### config.mk
export PLATFORM = sky130hd
export DESIGN_NAME = ep_pulse_ctrl
export DESIGN_NICKNAME = d
export VERILOG_FILES = /design/src/design/ep_pkg.sv /design/src/design/ep_pulse_ctrl.sv
export SDC_FILE = /design/constraint.sdc
export NUM_CORES = 2
export LEC_CHECK = 0
export BUFFER_PORTS_ARGS = -buffer_cell sky130_fd_sc_hd__buf_2
export CAP_MARGIN = 30
export CORE_MARGIN = 2
export CORE_UTILIZATION = 40
export DETAILED_ROUTE_END_ITERATION = 10
export PLACE_DENSITY = 0.55
export SYNTH_ARGS = -nofsm -noshare
export SYNTH_HDL_FRONTEND = slang
export SYNTH_SLANG_ARGS = --single-unit
### constraint.sdc
create_clock -name aclk -period 25.6 [get_ports aclk]
set_input_delay 3.84 -clock aclk [delete_from_list [all_inputs] [get_ports aclk]]
set_output_delay 3.84 -clock aclk [all_outputs]
set_load 0.1 [all_outputs]
### src/design/ep_pkg.sv
// Shared constants and carriers for the energy pulse output control block
package ep_pkg;
    // Register byte offsets
    localparam logic [7:0] EP_CTRL_OFS = 8'h00;
    localparam logic [7:0] EP_RATE_OFS = 8'h04;
    localparam logic [7:0] EP_DCMD_OFS = 8'h08;
    localparam logic [7:0] EP_STAT_OFS = 8'h0C;
    // Control register field positions
    localparam int EP_LMODE_LSB = 0;
    localparam int EP_CHAN_LSB = 4;
    localparam int EP_DMODE_LSB = 8;
    // Status register field positions
    localparam int EP_ST_DOUT_LSB = 1;
    localparam int EP_ST_PEND_LSB = 8;
    localparam int EP_ST_CNT_LSB = 16;
    // LED mode codes
    localparam logic [1:0] EP_LED_OFF = 2'h0;
    localparam logic [1:0] EP_LED_ALARM = 2'h1;
    localparam logic [1:0] EP_LED_ENERGY = 2'h2;
    // Digital output mode codes
    localparam logic EP_DO_EXTERNAL = 1'b0;
    localparam logic EP_DO_ENERGY = 1'b1;
    // Energy channel codes, nine in all
    localparam logic [3:0] EP_CH_LAST = 4'h8;
    // Pulse rate range, pulses per unit of energy
    localparam logic [23:0] EP_RATE_MIN = 24'h000001;
    localparam logic [23:0] EP_RATE_MAX = 24'h98967F;
    // Reset values
    localparam logic [1:0] EP_LMODE_RST = EP_LED_OFF;
    localparam logic [3:0] EP_CHAN_RST = 4'h0;
    localparam logic [23:0] EP_RATE_RST = 24'h000001;
    // Widths
    localparam int EP_NDO = 2;
    localparam int EP_EW = 16;
    localparam int EP_ACC_W = 48;
    // Pulse timing: high time in microseconds, equal low gap after it
    localparam int EP_CLK_MHZ = 20;
    localparam int EP_PULSE_US = 10;
    localparam int EP_PULSE_CYC = EP_PULSE_US * EP_CLK_MHZ;
    // Energy quanta that make one whole kWh, kVARh or kVAh
    localparam int EP_UNIT_Q = 1000000;
    // AXI responses
    localparam logic [1:0] EP_RESP_OKAY = 2'h0;
    localparam logic [1:0] EP_RESP_SLVERR = 2'h2;

    // Energy increments, one per kind, delivered and received
    typedef struct packed {
        logic [2:0][EP_EW-1:0] del;
        logic [2:0][EP_EW-1:0] rec;
    } ep_energy_s;

    // AXI4-Lite master to slave
    typedef struct packed {
        logic awvalid;
        logic [7:0] awaddr;
        logic wvalid;
        logic [31:0] wdata;
        logic [3:0] wstrb;
        logic bready;
        logic arvalid;
        logic [7:0] araddr;
        logic rready;
    } ep_axi_req_s;

    // AXI4-Lite slave to master
    typedef struct packed {
        logic awready;
        logic wready;
        logic bvalid;
        logic [1:0] bresp;
        logic arready;
        logic rvalid;
        logic [31:0] rdata;
        logic [1:0] rresp;
    } ep_axi_rsp_s;

    // Whole state of the block
    typedef struct packed {
        ep_axi_rsp_s rsp;
        logic aw_hold;
        logic [7:0] aw_addr;
        logic w_hold;
        logic [31:0] w_data;
        logic [3:0] w_strb;
        logic [1:0] led_mode;
        logic [3:0] chan;
        logic [EP_NDO-1:0] do_mode;
        logic [23:0] rate;
        logic [EP_NDO-1:0] do_cmd;
        logic [EP_ACC_W-1:0] acc;
        logic [7:0] pend;
        logic [15:0] pcnt;
        logic [15:0] ph_cnt;
        logic pulse;
        logic led;
        logic [EP_NDO-1:0] dout;
    } ep_state_s;
endpackage : ep_pkg

### src/design/ep_pulse_ctrl.sv
// Energy pulse output control with AXI4-Lite register access
//
// The address map and register access over AXI4-Lite were chosen for this implementation.
`timescale 1ns/100ps

// Contract
// RULE_01: The LED mode picks off (dark), alarm (follows alarm notice) or energy (pulses).
// RULE_02: In energy mode a programmed count of 1 to 9999999 pulses is sent per whole unit.
// RULE_03: In alarm mode the pulse rate and the channel choice have no effect on the LED.
// RULE_04: Pulses come from one chosen channel of nine: three kinds, each del, rec or both.
// RULE_05: On fixed-function variants the LED stays in energy mode and other modes are refused.
// RULE_06: A digital output in energy mode follows the pulses; in external mode it does not.
// RULE_07: In external mode a digital output only follows on and off commands from afar.
// RULE_08: Selected energy is summed and one fixed pulse fires per unit over count, residue kept; the code drops the pulse once 255 are pending.
module ep_pulse_ctrl #(
    parameter bit FIXED_FUNC = 1'b0,
    parameter int PULSE_CYC = ep_pkg::EP_PULSE_CYC,
    parameter int UNIT_Q = ep_pkg::EP_UNIT_Q
) (
    // Clock and reset
    input wire logic aclk,
    input wire logic aresetn,
    // Register bus
    input wire ep_pkg::ep_axi_req_s axi_req,
    output ep_pkg::ep_axi_rsp_s axi_rsp,
    // Measurement and alarm side
    input wire logic energy_valid,
    input wire ep_pkg::ep_energy_s energy_inc,
    input wire logic alarm_active,
    // Indicator and digital outputs
    output logic led_out,
    output logic [ep_pkg::EP_NDO-1:0] dout_out
);
    import ep_pkg::*;

    localparam logic [EP_ACC_W-1:0] UNIT_ACC = EP_ACC_W'(UNIT_Q);
    localparam logic [15:0] PW = 16'(PULSE_CYC);

    ep_state_s s_q;
    ep_state_s s_d;
    logic [EP_EW:0] inc_sel;
    logic [EP_EW+24:0] prod;
    logic [EP_ACC_W-1:0] acc_sum;
    logic do_wr;
    logic do_rd;
    logic [31:0] wval;
    logic [31:0] ctrl_rd;

    // Byte-lane merge of write data onto an old register value
    function automatic logic [31:0] ep_merge(input logic [31:0] old, input logic [31:0] nw,
                                              input logic [3:0] strb);
        logic [31:0] r;
        r = old;
        for (int i = 0; i < 4; i++) begin
            if (strb[i]) begin
                r[i*8 +: 8] = nw[i*8 +: 8];
            end
        end
        return r;
    endfunction : ep_merge

    // Increment of one energy channel: kind is code/3, direction code%3
    function automatic logic [EP_EW:0] ep_chan_inc(input logic [3:0] ch, input ep_energy_s e);
        logic [1:0] kind;
        logic [1:0] dir;
        kind = 2'(ch / 4'h3);
        dir = 2'(ch % 4'h3);
        if (kind > 2'h2) begin
            return '0;
        end
        unique case (dir)
            2'h0: return {1'b0, e.del[kind]};
            2'h1: return {1'b0, e.rec[kind]};
            default: return {1'b0, e.del[kind]} + {1'b0, e.rec[kind]};
        endcase
    endfunction : ep_chan_inc

    // Control register image
    always_comb begin
        ctrl_rd = '0;
        ctrl_rd[EP_LMODE_LSB +: 2] = s_q.led_mode;
        ctrl_rd[EP_CHAN_LSB +: 4] = s_q.chan;
        ctrl_rd[EP_DMODE_LSB +: EP_NDO] = s_q.do_mode;
    end

    // Next state of the whole block
    always_comb begin
        s_d = s_q;
        inc_sel = ep_chan_inc(s_q.chan, energy_inc); // [RULE_04]
        prod = inc_sel * s_q.rate;
        acc_sum = s_q.acc;
        wval = '0;

        // Write address and data taken in either order
        if (axi_req.awvalid && s_q.rsp.awready) begin
            s_d.aw_hold = 1'b1;
            s_d.aw_addr = axi_req.awaddr;
        end
        if (axi_req.wvalid && s_q.rsp.wready) begin
            s_d.w_hold = 1'b1;
            s_d.w_data = axi_req.wdata;
            s_d.w_strb = axi_req.wstrb;
        end
        if (s_q.rsp.bvalid && axi_req.bready) begin
            s_d.rsp.bvalid = 1'b0;
        end
        do_wr = s_q.aw_hold && s_q.w_hold && !s_q.rsp.bvalid;

        // Register writes
        if (do_wr) begin
            s_d.aw_hold = 1'b0;
            s_d.w_hold = 1'b0;
            s_d.rsp.bvalid = 1'b1;
            s_d.rsp.bresp = EP_RESP_OKAY;
            unique case (s_q.aw_addr)
                EP_CTRL_OFS: begin
                    wval = ep_merge(ctrl_rd, s_q.w_data, s_q.w_strb);
                    if (FIXED_FUNC) begin
                        s_d.led_mode = EP_LED_ENERGY; // [RULE_05]
                    end else if (wval[EP_LMODE_LSB +: 2] <= EP_LED_ENERGY) begin
                        s_d.led_mode = wval[EP_LMODE_LSB +: 2]; // [RULE_01]
                    end
                    if (wval[EP_CHAN_LSB +: 4] <= EP_CH_LAST) begin
                        s_d.chan = wval[EP_CHAN_LSB +: 4]; // [RULE_04]
                    end
                    s_d.do_mode = wval[EP_DMODE_LSB +: EP_NDO]; // [RULE_06]
                end
                EP_RATE_OFS: begin
                    wval = ep_merge({8'h00, s_q.rate}, s_q.w_data, s_q.w_strb);
                    if (wval[31:24] == 8'h00 && wval[23:0] >= EP_RATE_MIN
                        && wval[23:0] <= EP_RATE_MAX) begin
                        s_d.rate = wval[23:0]; // [RULE_02]
                    end
                end
                EP_DCMD_OFS: begin
                    wval = ep_merge({{(32-EP_NDO){1'b0}}, s_q.do_cmd}, s_q.w_data, s_q.w_strb);
                    s_d.do_cmd = wval[EP_NDO-1:0]; // [RULE_07]
                end
                EP_STAT_OFS: begin
                    s_d.rsp.bresp = EP_RESP_OKAY;
                end
                default: begin
                    s_d.rsp.bresp = EP_RESP_SLVERR;
                end
            endcase
        end

        // Register reads
        if (s_q.rsp.rvalid && axi_req.rready) begin
            s_d.rsp.rvalid = 1'b0;
        end
        do_rd = axi_req.arvalid && s_q.rsp.arready;
        if (do_rd) begin
            s_d.rsp.rvalid = 1'b1;
            s_d.rsp.rresp = EP_RESP_OKAY;
            s_d.rsp.rdata = '0;
            unique case (axi_req.araddr)
                EP_CTRL_OFS: s_d.rsp.rdata = ctrl_rd;
                EP_RATE_OFS: s_d.rsp.rdata = {8'h00, s_q.rate};
                EP_DCMD_OFS: s_d.rsp.rdata = {{(32-EP_NDO){1'b0}}, s_q.do_cmd};
                EP_STAT_OFS: begin
                    s_d.rsp.rdata[0] = s_q.led;
                    s_d.rsp.rdata[EP_ST_DOUT_LSB +: EP_NDO] = s_q.dout;
                    s_d.rsp.rdata[EP_ST_PEND_LSB +: 8] = s_q.pend;
                    s_d.rsp.rdata[EP_ST_CNT_LSB +: 16] = s_q.pcnt;
                end
                default: s_d.rsp.rresp = EP_RESP_SLVERR;
            endcase
        end

        // Ready flags, registered so the bus sees flip-flops
        s_d.rsp.awready = !s_d.aw_hold && !s_d.rsp.bvalid;
        s_d.rsp.wready = !s_d.w_hold && !s_d.rsp.bvalid;
        s_d.rsp.arready = !s_d.rsp.rvalid;

        // Energy accumulation, one unit removed per cycle, residue kept
        if (energy_valid) begin
            acc_sum = s_q.acc + {{(EP_ACC_W-EP_EW-25){1'b0}}, prod}; // [RULE_02] [RULE_08]
        end
        if (acc_sum >= UNIT_ACC) begin
            s_d.acc = acc_sum - UNIT_ACC; // [RULE_08]
            if (s_q.pend != 8'hFF) begin
                s_d.pend = s_q.pend + 8'h01;
            end
        end else begin
            s_d.acc = acc_sum;
        end

        // Fixed-width pulse: high PW cycles, then low PW cycles
        if (s_q.ph_cnt != 16'h0000) begin
            s_d.ph_cnt = s_q.ph_cnt - 16'h0001;
            if (s_q.ph_cnt == PW) begin
                s_d.pulse = 1'b0;
            end
        end else if (s_d.pend != 8'h00) begin
            s_d.pend = s_d.pend - 8'h01; // [RULE_08]
            s_d.pulse = 1'b1;
            s_d.ph_cnt = PW + PW - 16'h0001;
            s_d.pcnt = s_q.pcnt + 16'h0001;
        end

        // LED source by mode; alarm ignores rate and channel
        unique case (s_q.led_mode)
            EP_LED_ALARM: s_d.led = alarm_active; // [RULE_01] [RULE_03]
            EP_LED_ENERGY: s_d.led = s_q.pulse; // [RULE_01]
            default: s_d.led = 1'b0; // [RULE_01]
        endcase

        // Digital outputs: pulses or remote commands
        for (int i = 0; i < EP_NDO; i++) begin
            s_d.dout[i] = (s_q.do_mode[i] == EP_DO_ENERGY) ? s_q.pulse : s_q.do_cmd[i]; // [RULE_06] [RULE_07]
        end
    end

    // State register
    always_ff @(posedge aclk) begin
        if (!aresetn) begin
            s_q <= '0;
            s_q.led_mode <= FIXED_FUNC ? EP_LED_ENERGY : EP_LMODE_RST; // [RULE_05]
            s_q.chan <= EP_CHAN_RST;
            s_q.rate <= EP_RATE_RST;
        end else begin
            s_q <= s_d;
        end
    end

    // Outputs straight from state
    assign axi_rsp = s_q.rsp;
    assign led_out = s_q.led;
    assign dout_out = s_q.dout;
endmodule : ep_pulse_ctrl

## Word-level counts from Yosys, hierarchy flattened

Cells that the tools add are included.

- Register bits: 213
- Input bits: 157
- Output and inout bits: 44
- Word-level logic and storage cells: 134

- $add $sub $neg: 7
- Multipliers: 1
- Divide/modulo/power cells: 2
- $lt $le $gt $ge: 7
- Eq/ne operators: 12
- Mux-type cells: 47
- Bitwise operators: 1
- Reduce and logical (&&, ||, !) cells: 32

Operators with widths:

| cell | count |
|---|---|
| $mux 8 | 17 |
| $mux 48 | 2 |
| $pmux 24 s3 | 1 |
| $bmux 16 s2 | 2 |
| $mux 17 | 3 |
| $add 48x41->48 | 1 |
| $ge 48x20->1 const B | 1 |
| $sub 48x20->48 const B | 1 |
| $mul 17x24->41 | 1 |
| $mux 41 | 1 |
| $mux 37 | 1 |
| $mux 35 | 1 |
| $pmux 17 s2 | 1 |
| $eq 8x4->1 const B | 4 |
| $mux 16 | 2 |
| $ge 24x1->1 const B | 1 |
| $le 24x24->1 const B | 1 |
| $logic_not 8->1 | 3 |
| $mux 24 | 1 |
| $add 16x16->17 | 1 |
| $add 16x1->16 const B | 1 |
| $eq 16x8->1 const B | 1 |
| $eq 8x3->1 const B | 2 |
| $reduce_bool 16->1 | 1 |
| 29 further kinds | 58 |

## Longest topological paths before layout

- Word-level depth: 14
- Gate-level depth with buffers: 64
- Depth with buffers taken out: 56

## Least setup slack after synthesis

No wires, ideal clock.

- Path kind: input to register
- From: in energy_inc[0] (netlist name)
- To: reg s_q[22] (netlist name)
- Library setup time: 0.069 ns
- Data arrival time: 15.673 ns
- Data required time: 25.531 ns
- Path slack: 9.858 ns
- Cell stages on the path: 51
- Buffers on the path: 6
- Path through: mux2i_1 -> nor2_1 -> a21oi_1 -> nor2_1 -> ha_1 -> fa_1 -> a21o_1 -> a21oi_1 -> o21bai_1 -> a21oi_1 -> o21bai_1 -> a21oi_1 -> o21bai_1 -> a21oi_1 -> o21bai_1 -> a211o_1 -> a311o_1 -> a31oi_1 -> [15 not listed] -> a221oi_4 -> or4_1 -> o2111ai_1 -> o311ai_1 -> or4b_1 -> buf_2 -> or3_4 -> clkbuf_1 -> o21ai_1 -> xor2_1 -> ha_1 -> nand3_1 -> o21ai_0 -> a2bb2oi_1 -> clkbuf_1 -> buf_1 -> a21oi_1 -> o21ai_1

- Word-level cells in the longest chain between the ends: 12

Ends and longest elaborated chain:

| item | line | text |
|---|---|---|
| from (decl) | ep_pulse_ctrl.sv:28 | `input wire ep_pkg::ep_energy_s energy_inc,` |
| $bmux 16 s2 * | ep_pulse_ctrl.sv:73, ep_pulse_ctrl.sv:74 |  |
| $mux 16 (not written as such) * | ep_pulse_ctrl.sv:73, ep_pulse_ctrl.sv:74 |  |
| $add 16x16->17 | ep_pulse_ctrl.sv:74 | `default: return {1'b0, e.del[kind]} + {1'b0, e.rec[kind]};` |
| $pmux 17 s2 * | ep_pulse_ctrl.sv:71 | `unique case (dir)` |
| $mux 17 * | ep_pulse_ctrl.sv:71 |  |
| $mul 17x24->41 * | ep_pulse_ctrl.sv:90 | `prod = inc_sel * s_q.rate;` |
| $add 48x41->48 * | ep_pulse_ctrl.sv:178 | `acc_sum = s_q.acc + {{(EP_ACC_W-EP_EW-25){1'b0}}, prod};` |
| $mux 48 * | ep_pulse_ctrl.sv:177 | `if (energy_valid) begin` |
| $ge 48x20->1 * | ep_pulse_ctrl.sv:180 | `if (acc_sum >= UNIT_ACC) begin` |
| $mux 8 * | ep_pulse_ctrl.sv:180 |  |
| $reduce_bool 8->1 * | ep_pulse_ctrl.sv:195 | `end else if (s_d.pend != 8'h00) begin` |
| $reduce_and 2->1 (no line) * | n/a |  |
| to (decl) | ep_pulse_ctrl.sv:39 | `ep_state_s s_q;` |

Every way passes the cells marked *; elsewhere a longest branch is shown, timed or not. The select of a mux whose other input is x is not followed.
A chain may end at the register's enable or synchronous reset.

## Worst setup path after layout

- From: reg s_q (netlist bit ctrl_rd[6])
- To: reg s_q[7] (netlist name)

- Word-level cells in the longest chain between the ends: 13
- Elaborated cells between the ends (all ways): 20
- Those cells by class: 2 x add/sub; 1 x mul; 2 x div; 2 x order compare; 1 x eq/ne; 9 x mux; 3 x reduce/logical

Ends and longest elaborated chain:

| item | line | text |
|---|---|---|
| $div 4x2->4 | ep_pulse_ctrl.sv:66 | `kind = 2'(ch / 4'h3);` |
| $bmux 16 s2 (on tied branches) | ep_pulse_ctrl.sv:72, ep_pulse_ctrl.sv:74, ep_pulse_ctrl.sv:73 |  |
| $mux 16 (on tied branches) | ep_pulse_ctrl.sv:72, ep_pulse_ctrl.sv:74, ep_pulse_ctrl.sv:73 |  |
| $add 16x16->17 | ep_pulse_ctrl.sv:74 |  |
| $pmux 17 s2 | ep_pulse_ctrl.sv:71 |  |
| $mux 17 * | ep_pulse_ctrl.sv:71 |  |
| $mul 17x24->41 * | ep_pulse_ctrl.sv:90 |  |
| $add 48x41->48 * | ep_pulse_ctrl.sv:178 |  |
| $mux 48 * | ep_pulse_ctrl.sv:177 |  |
| $ge 48x20->1 * | ep_pulse_ctrl.sv:180 |  |
| $mux 8 * | ep_pulse_ctrl.sv:180 |  |
| $reduce_bool 8->1 * | ep_pulse_ctrl.sv:195 |  |
| $reduce_bool 2->1 (no line) * | n/a |  |

Marked as above.

==> metrics <==
Slew @ Worst Pin=960 ps; Worst Hold Class=register to register; via count=24,000; clock transition at the registers of the reported paths=60 ps; Max transition margin=0.359; WL met3=4.48 mm; Worst-Skew Late Latency=560 ps; Final Hold Fails=0; I/O Buffers=198; Post-synth EDFFs=0; Die Ht=269 um; largest family of logic cells by synthesized area=adder cells; syn avg cell area=7.95 um^2; reg2reg start=ctrl_rd[6]; placed cells=4,457; worst path arrival time=17,060 ps; vias in the first global route=23,600; Final ANT Viol Nets=0; initial core utilization=0.406; overall routing resource usage=0.234; final std cells w/o fill=4,503; TritonCTS clock tree=built; adder-cell share of the synthesized area=0.331; # DRC=0; hold endpoint=axi_rsp[40]; Max-Cap Viols=0; Unique masters post-synth=89; Routed Wire Length=83.5 mm; Setup Viol. Count Final=0; Layout area overhead=8.85%; FP Rows=96; Simple-Gate Fraction of Synth Area=0.197; clock buffer depth=3; Fin Clk Skew=24.5 ps; crit path kind=register to register; half-perimeter wire length after detailed placement=65.0 mm; Leakage Power=14.5 nW; post-synthesis compound-gate area fraction=0.134; setup ws final=8980 ps; Post-CTS Repair Setup Buffers=0; CTS Root Cell=clkbuf_16; XOR/XNOR share of the synthesized area=0.0238; crit path max fanout=72; Net Sw Power=678 uW; CTS H-tree depth=1; mux share of post-synthesis cell area=0.0468; crit start category=register; cell internal pwr=861 uW; routed wl met2=37.7 mm; Final Cycle Share=0.649; Comb power frac=0.496; Critical R2R Capture=s_q[7]; Clock Power Share=0.234; switching share of total power=0.440; cell count after synthesis=3,520; Setup TNS=0 ps; Worst Path Required=26,040 ps; DR pass1 iterations=6; Layout Nets=4,229; reg2reg path depth=59; Worst Hold Depth=1; pre-CTS setup slack=8570 ps; diode count=0; post-synthesis async set-or-reset flop share=0; Avg WL per Cell=18.5 um; largest net degree at the start of global routing=99; clk sinks=211; RSZ-0062 raised after global routing=no; first-pass GRT wire length=134 mm; DIE AREA=72,100 um^2; met1 wire length=39.7 mm; top layer in use=met4; Post-CTS Hold Fix Bufs=0; max incr delay on CP=660 ps; core area=68,900 um^2; cell mode on critical path=fa_1; #FFs+latches synth=211; sequential fraction of the synthesis area=0.151; GR Overflow Total=0; Synth warnings=0; part of the power in registers=0.270; Hold Path Origin=s_q[171]; Routability Congestion=0.904; minimum clock period=16,620 ps; CTS Buf Count=25; layout cells sized above 1=0.102; Top FF cell, synth=dfxtp_1; post-synthesis cell area=28,000 um^2; Detailed Route Iter0 Violations=1,922; outcome=completed; Chip Width=269 um; Power Dens Cells=50.5 nW/um^2; Max VDD drop=0.0629 mV; R2R setup slack=8980 ps; initial antenna violation count=0; CP endpoint kind=register; Resized cells post-CTS=0; Worst path slowest cell=or4b_1; Slew Limit Fails=0; Max Fclk=60.2 MHz; Vias/cell=5.34; IO Pins=201; Fin Hold WS=447 ps
## layout make-up
class                   instances  area (um^2)
inverters                     565         2130
repair buffers                261         1490
clock buffers                  32          682
fillers                      7090        38500
clock inverters                13          138
multi-input cells            2490        20600
flip-flops and latches        211         4220
well taps                     931         1160
## routing by layer
layer	vias to the layer above	track usage
li1	11400	-
met1	11800	0.346
met2	673	0.371
met3	85	0.0216
met4	0	0.0480
met5	-	0
## synth_stat cells, drive strengths merged, types with 8 or more instances
cell,number,area [um^2]
a2111o,9,101
a211o,11,96.3
a211oi,47,368
a21o,17,128
a21oi,201,1010
a221oi,8,105
a22o,14,123
a22oi,21,158
a31oi,12,75.1
and2,83,519
and3,25,156
buf,82,492
clkbuf,173,649
dfxtp,211,4220
fa,371,7430
ha,147,1840
inv,564,2120
mux2,12,135
mux2i,113,1130
nand2,514,1930
nand2b,30,188
nand3,134,671
nand4,27,169
nor2,228,856
nor2b,14,87.6
nor3,59,307
nor4,24,156
o2111ai,8,70.1
o211ai,15,118
o21a,17,128
o21ai,101,505
o21bai,18,135
or2,12,75.1
or3,10,67.6
or4,8,60.1
xnor2,45,394
xor2,31,272
## stage by stage
step,total power [mW],util,cell area [um^2]
2_1_floorplan,0.978,-,28000
3_3_place_gp,1.18,0.429,29600
3_5_place_dp,1.18,0.430,29600
4_1_cts,1.55,0.442,30500
5_1_grt,1.66,0.442,30500
6_report,1.54,0.442,30500
## cells by family (layout without fill, tap and decap cells)
| logic type | count (synthesis) | count (layout) |
|---|---|---|
| compound gates | 567 | 567 |
| xor+xnor | 76 | 76 |
| fa+ha+maj | 518 | 518 |
| buf+inv | 820 | 871 |
| flops | 211 | 211 |
| mux | 127 | 127 |
| other cells | 1 | 2 |
| simple gates | 1200 | 1200 |
## power groups by stage
stage / combinational [mW] / clock [mW] / sequential [mW]
2_1_floorplan: 0.577 / 0 / 0.401
3_3_place_gp: 0.757 / 0 / 0.423
3_5_place_dp: 0.756 / 0 / 0.423
4_1_cts: 0.763 / 0.368 / 0.416
5_1_grt: 0.863 / 0.379 / 0.421
6_report: 0.763 / 0.359 / 0.416
## critical path: cells and delay by family (launching register included)
| kind | cells | cell delay, ps |
|---|---|---|
| AO/OA/AOI/OAI | 21 | 4550 |
| adder cells (fa/ha/maj) | 13 | 5280 |
| AND/OR/NAND/NOR | 11 | 3300 |
| buffers and inverters | 10 | 1910 |
| XOR/XNOR | 2 | 370 |
| multiplexers | 2 | 540 |
| flip-flops | 1 | 480 |
## state kept, by name (all words and copies together), names as in the netlist
signal	cells
led_out	1
dout_out	2
axi_rsp	39
s_q	161
ctrl_rd	8
## how the worst max path moves through the flow
stage	endpoint	start
global placement	s_q[7]	energy_inc[17]
global route	s_q[6]	ctrl_rd[6]
detailed placement	s_q[7]	energy_inc[0]
CTS	s_q[7]	ctrl_rd[6]
floorplan	s_q[22]	energy_inc[0]
finish	s_q[7]	ctrl_rd[6]
## layout by cell type (no fill, tap or decap), drive strengths merged, types with 24 or more instances in the layout
cell type and instances:
fa 371, nor2 228, nand4 27, nand2 514
xor2 31, nor4 24, ha 147, mux2i 113
and2 83, xnor2 45, clkbuf 32, nor3 59
inv 567, dfxtp 211, a21oi 201, and3 25
buf 260, nand3 134, nand2b 30, a211oi 47
o21ai 101
Power figures use the tool's default switching activity.
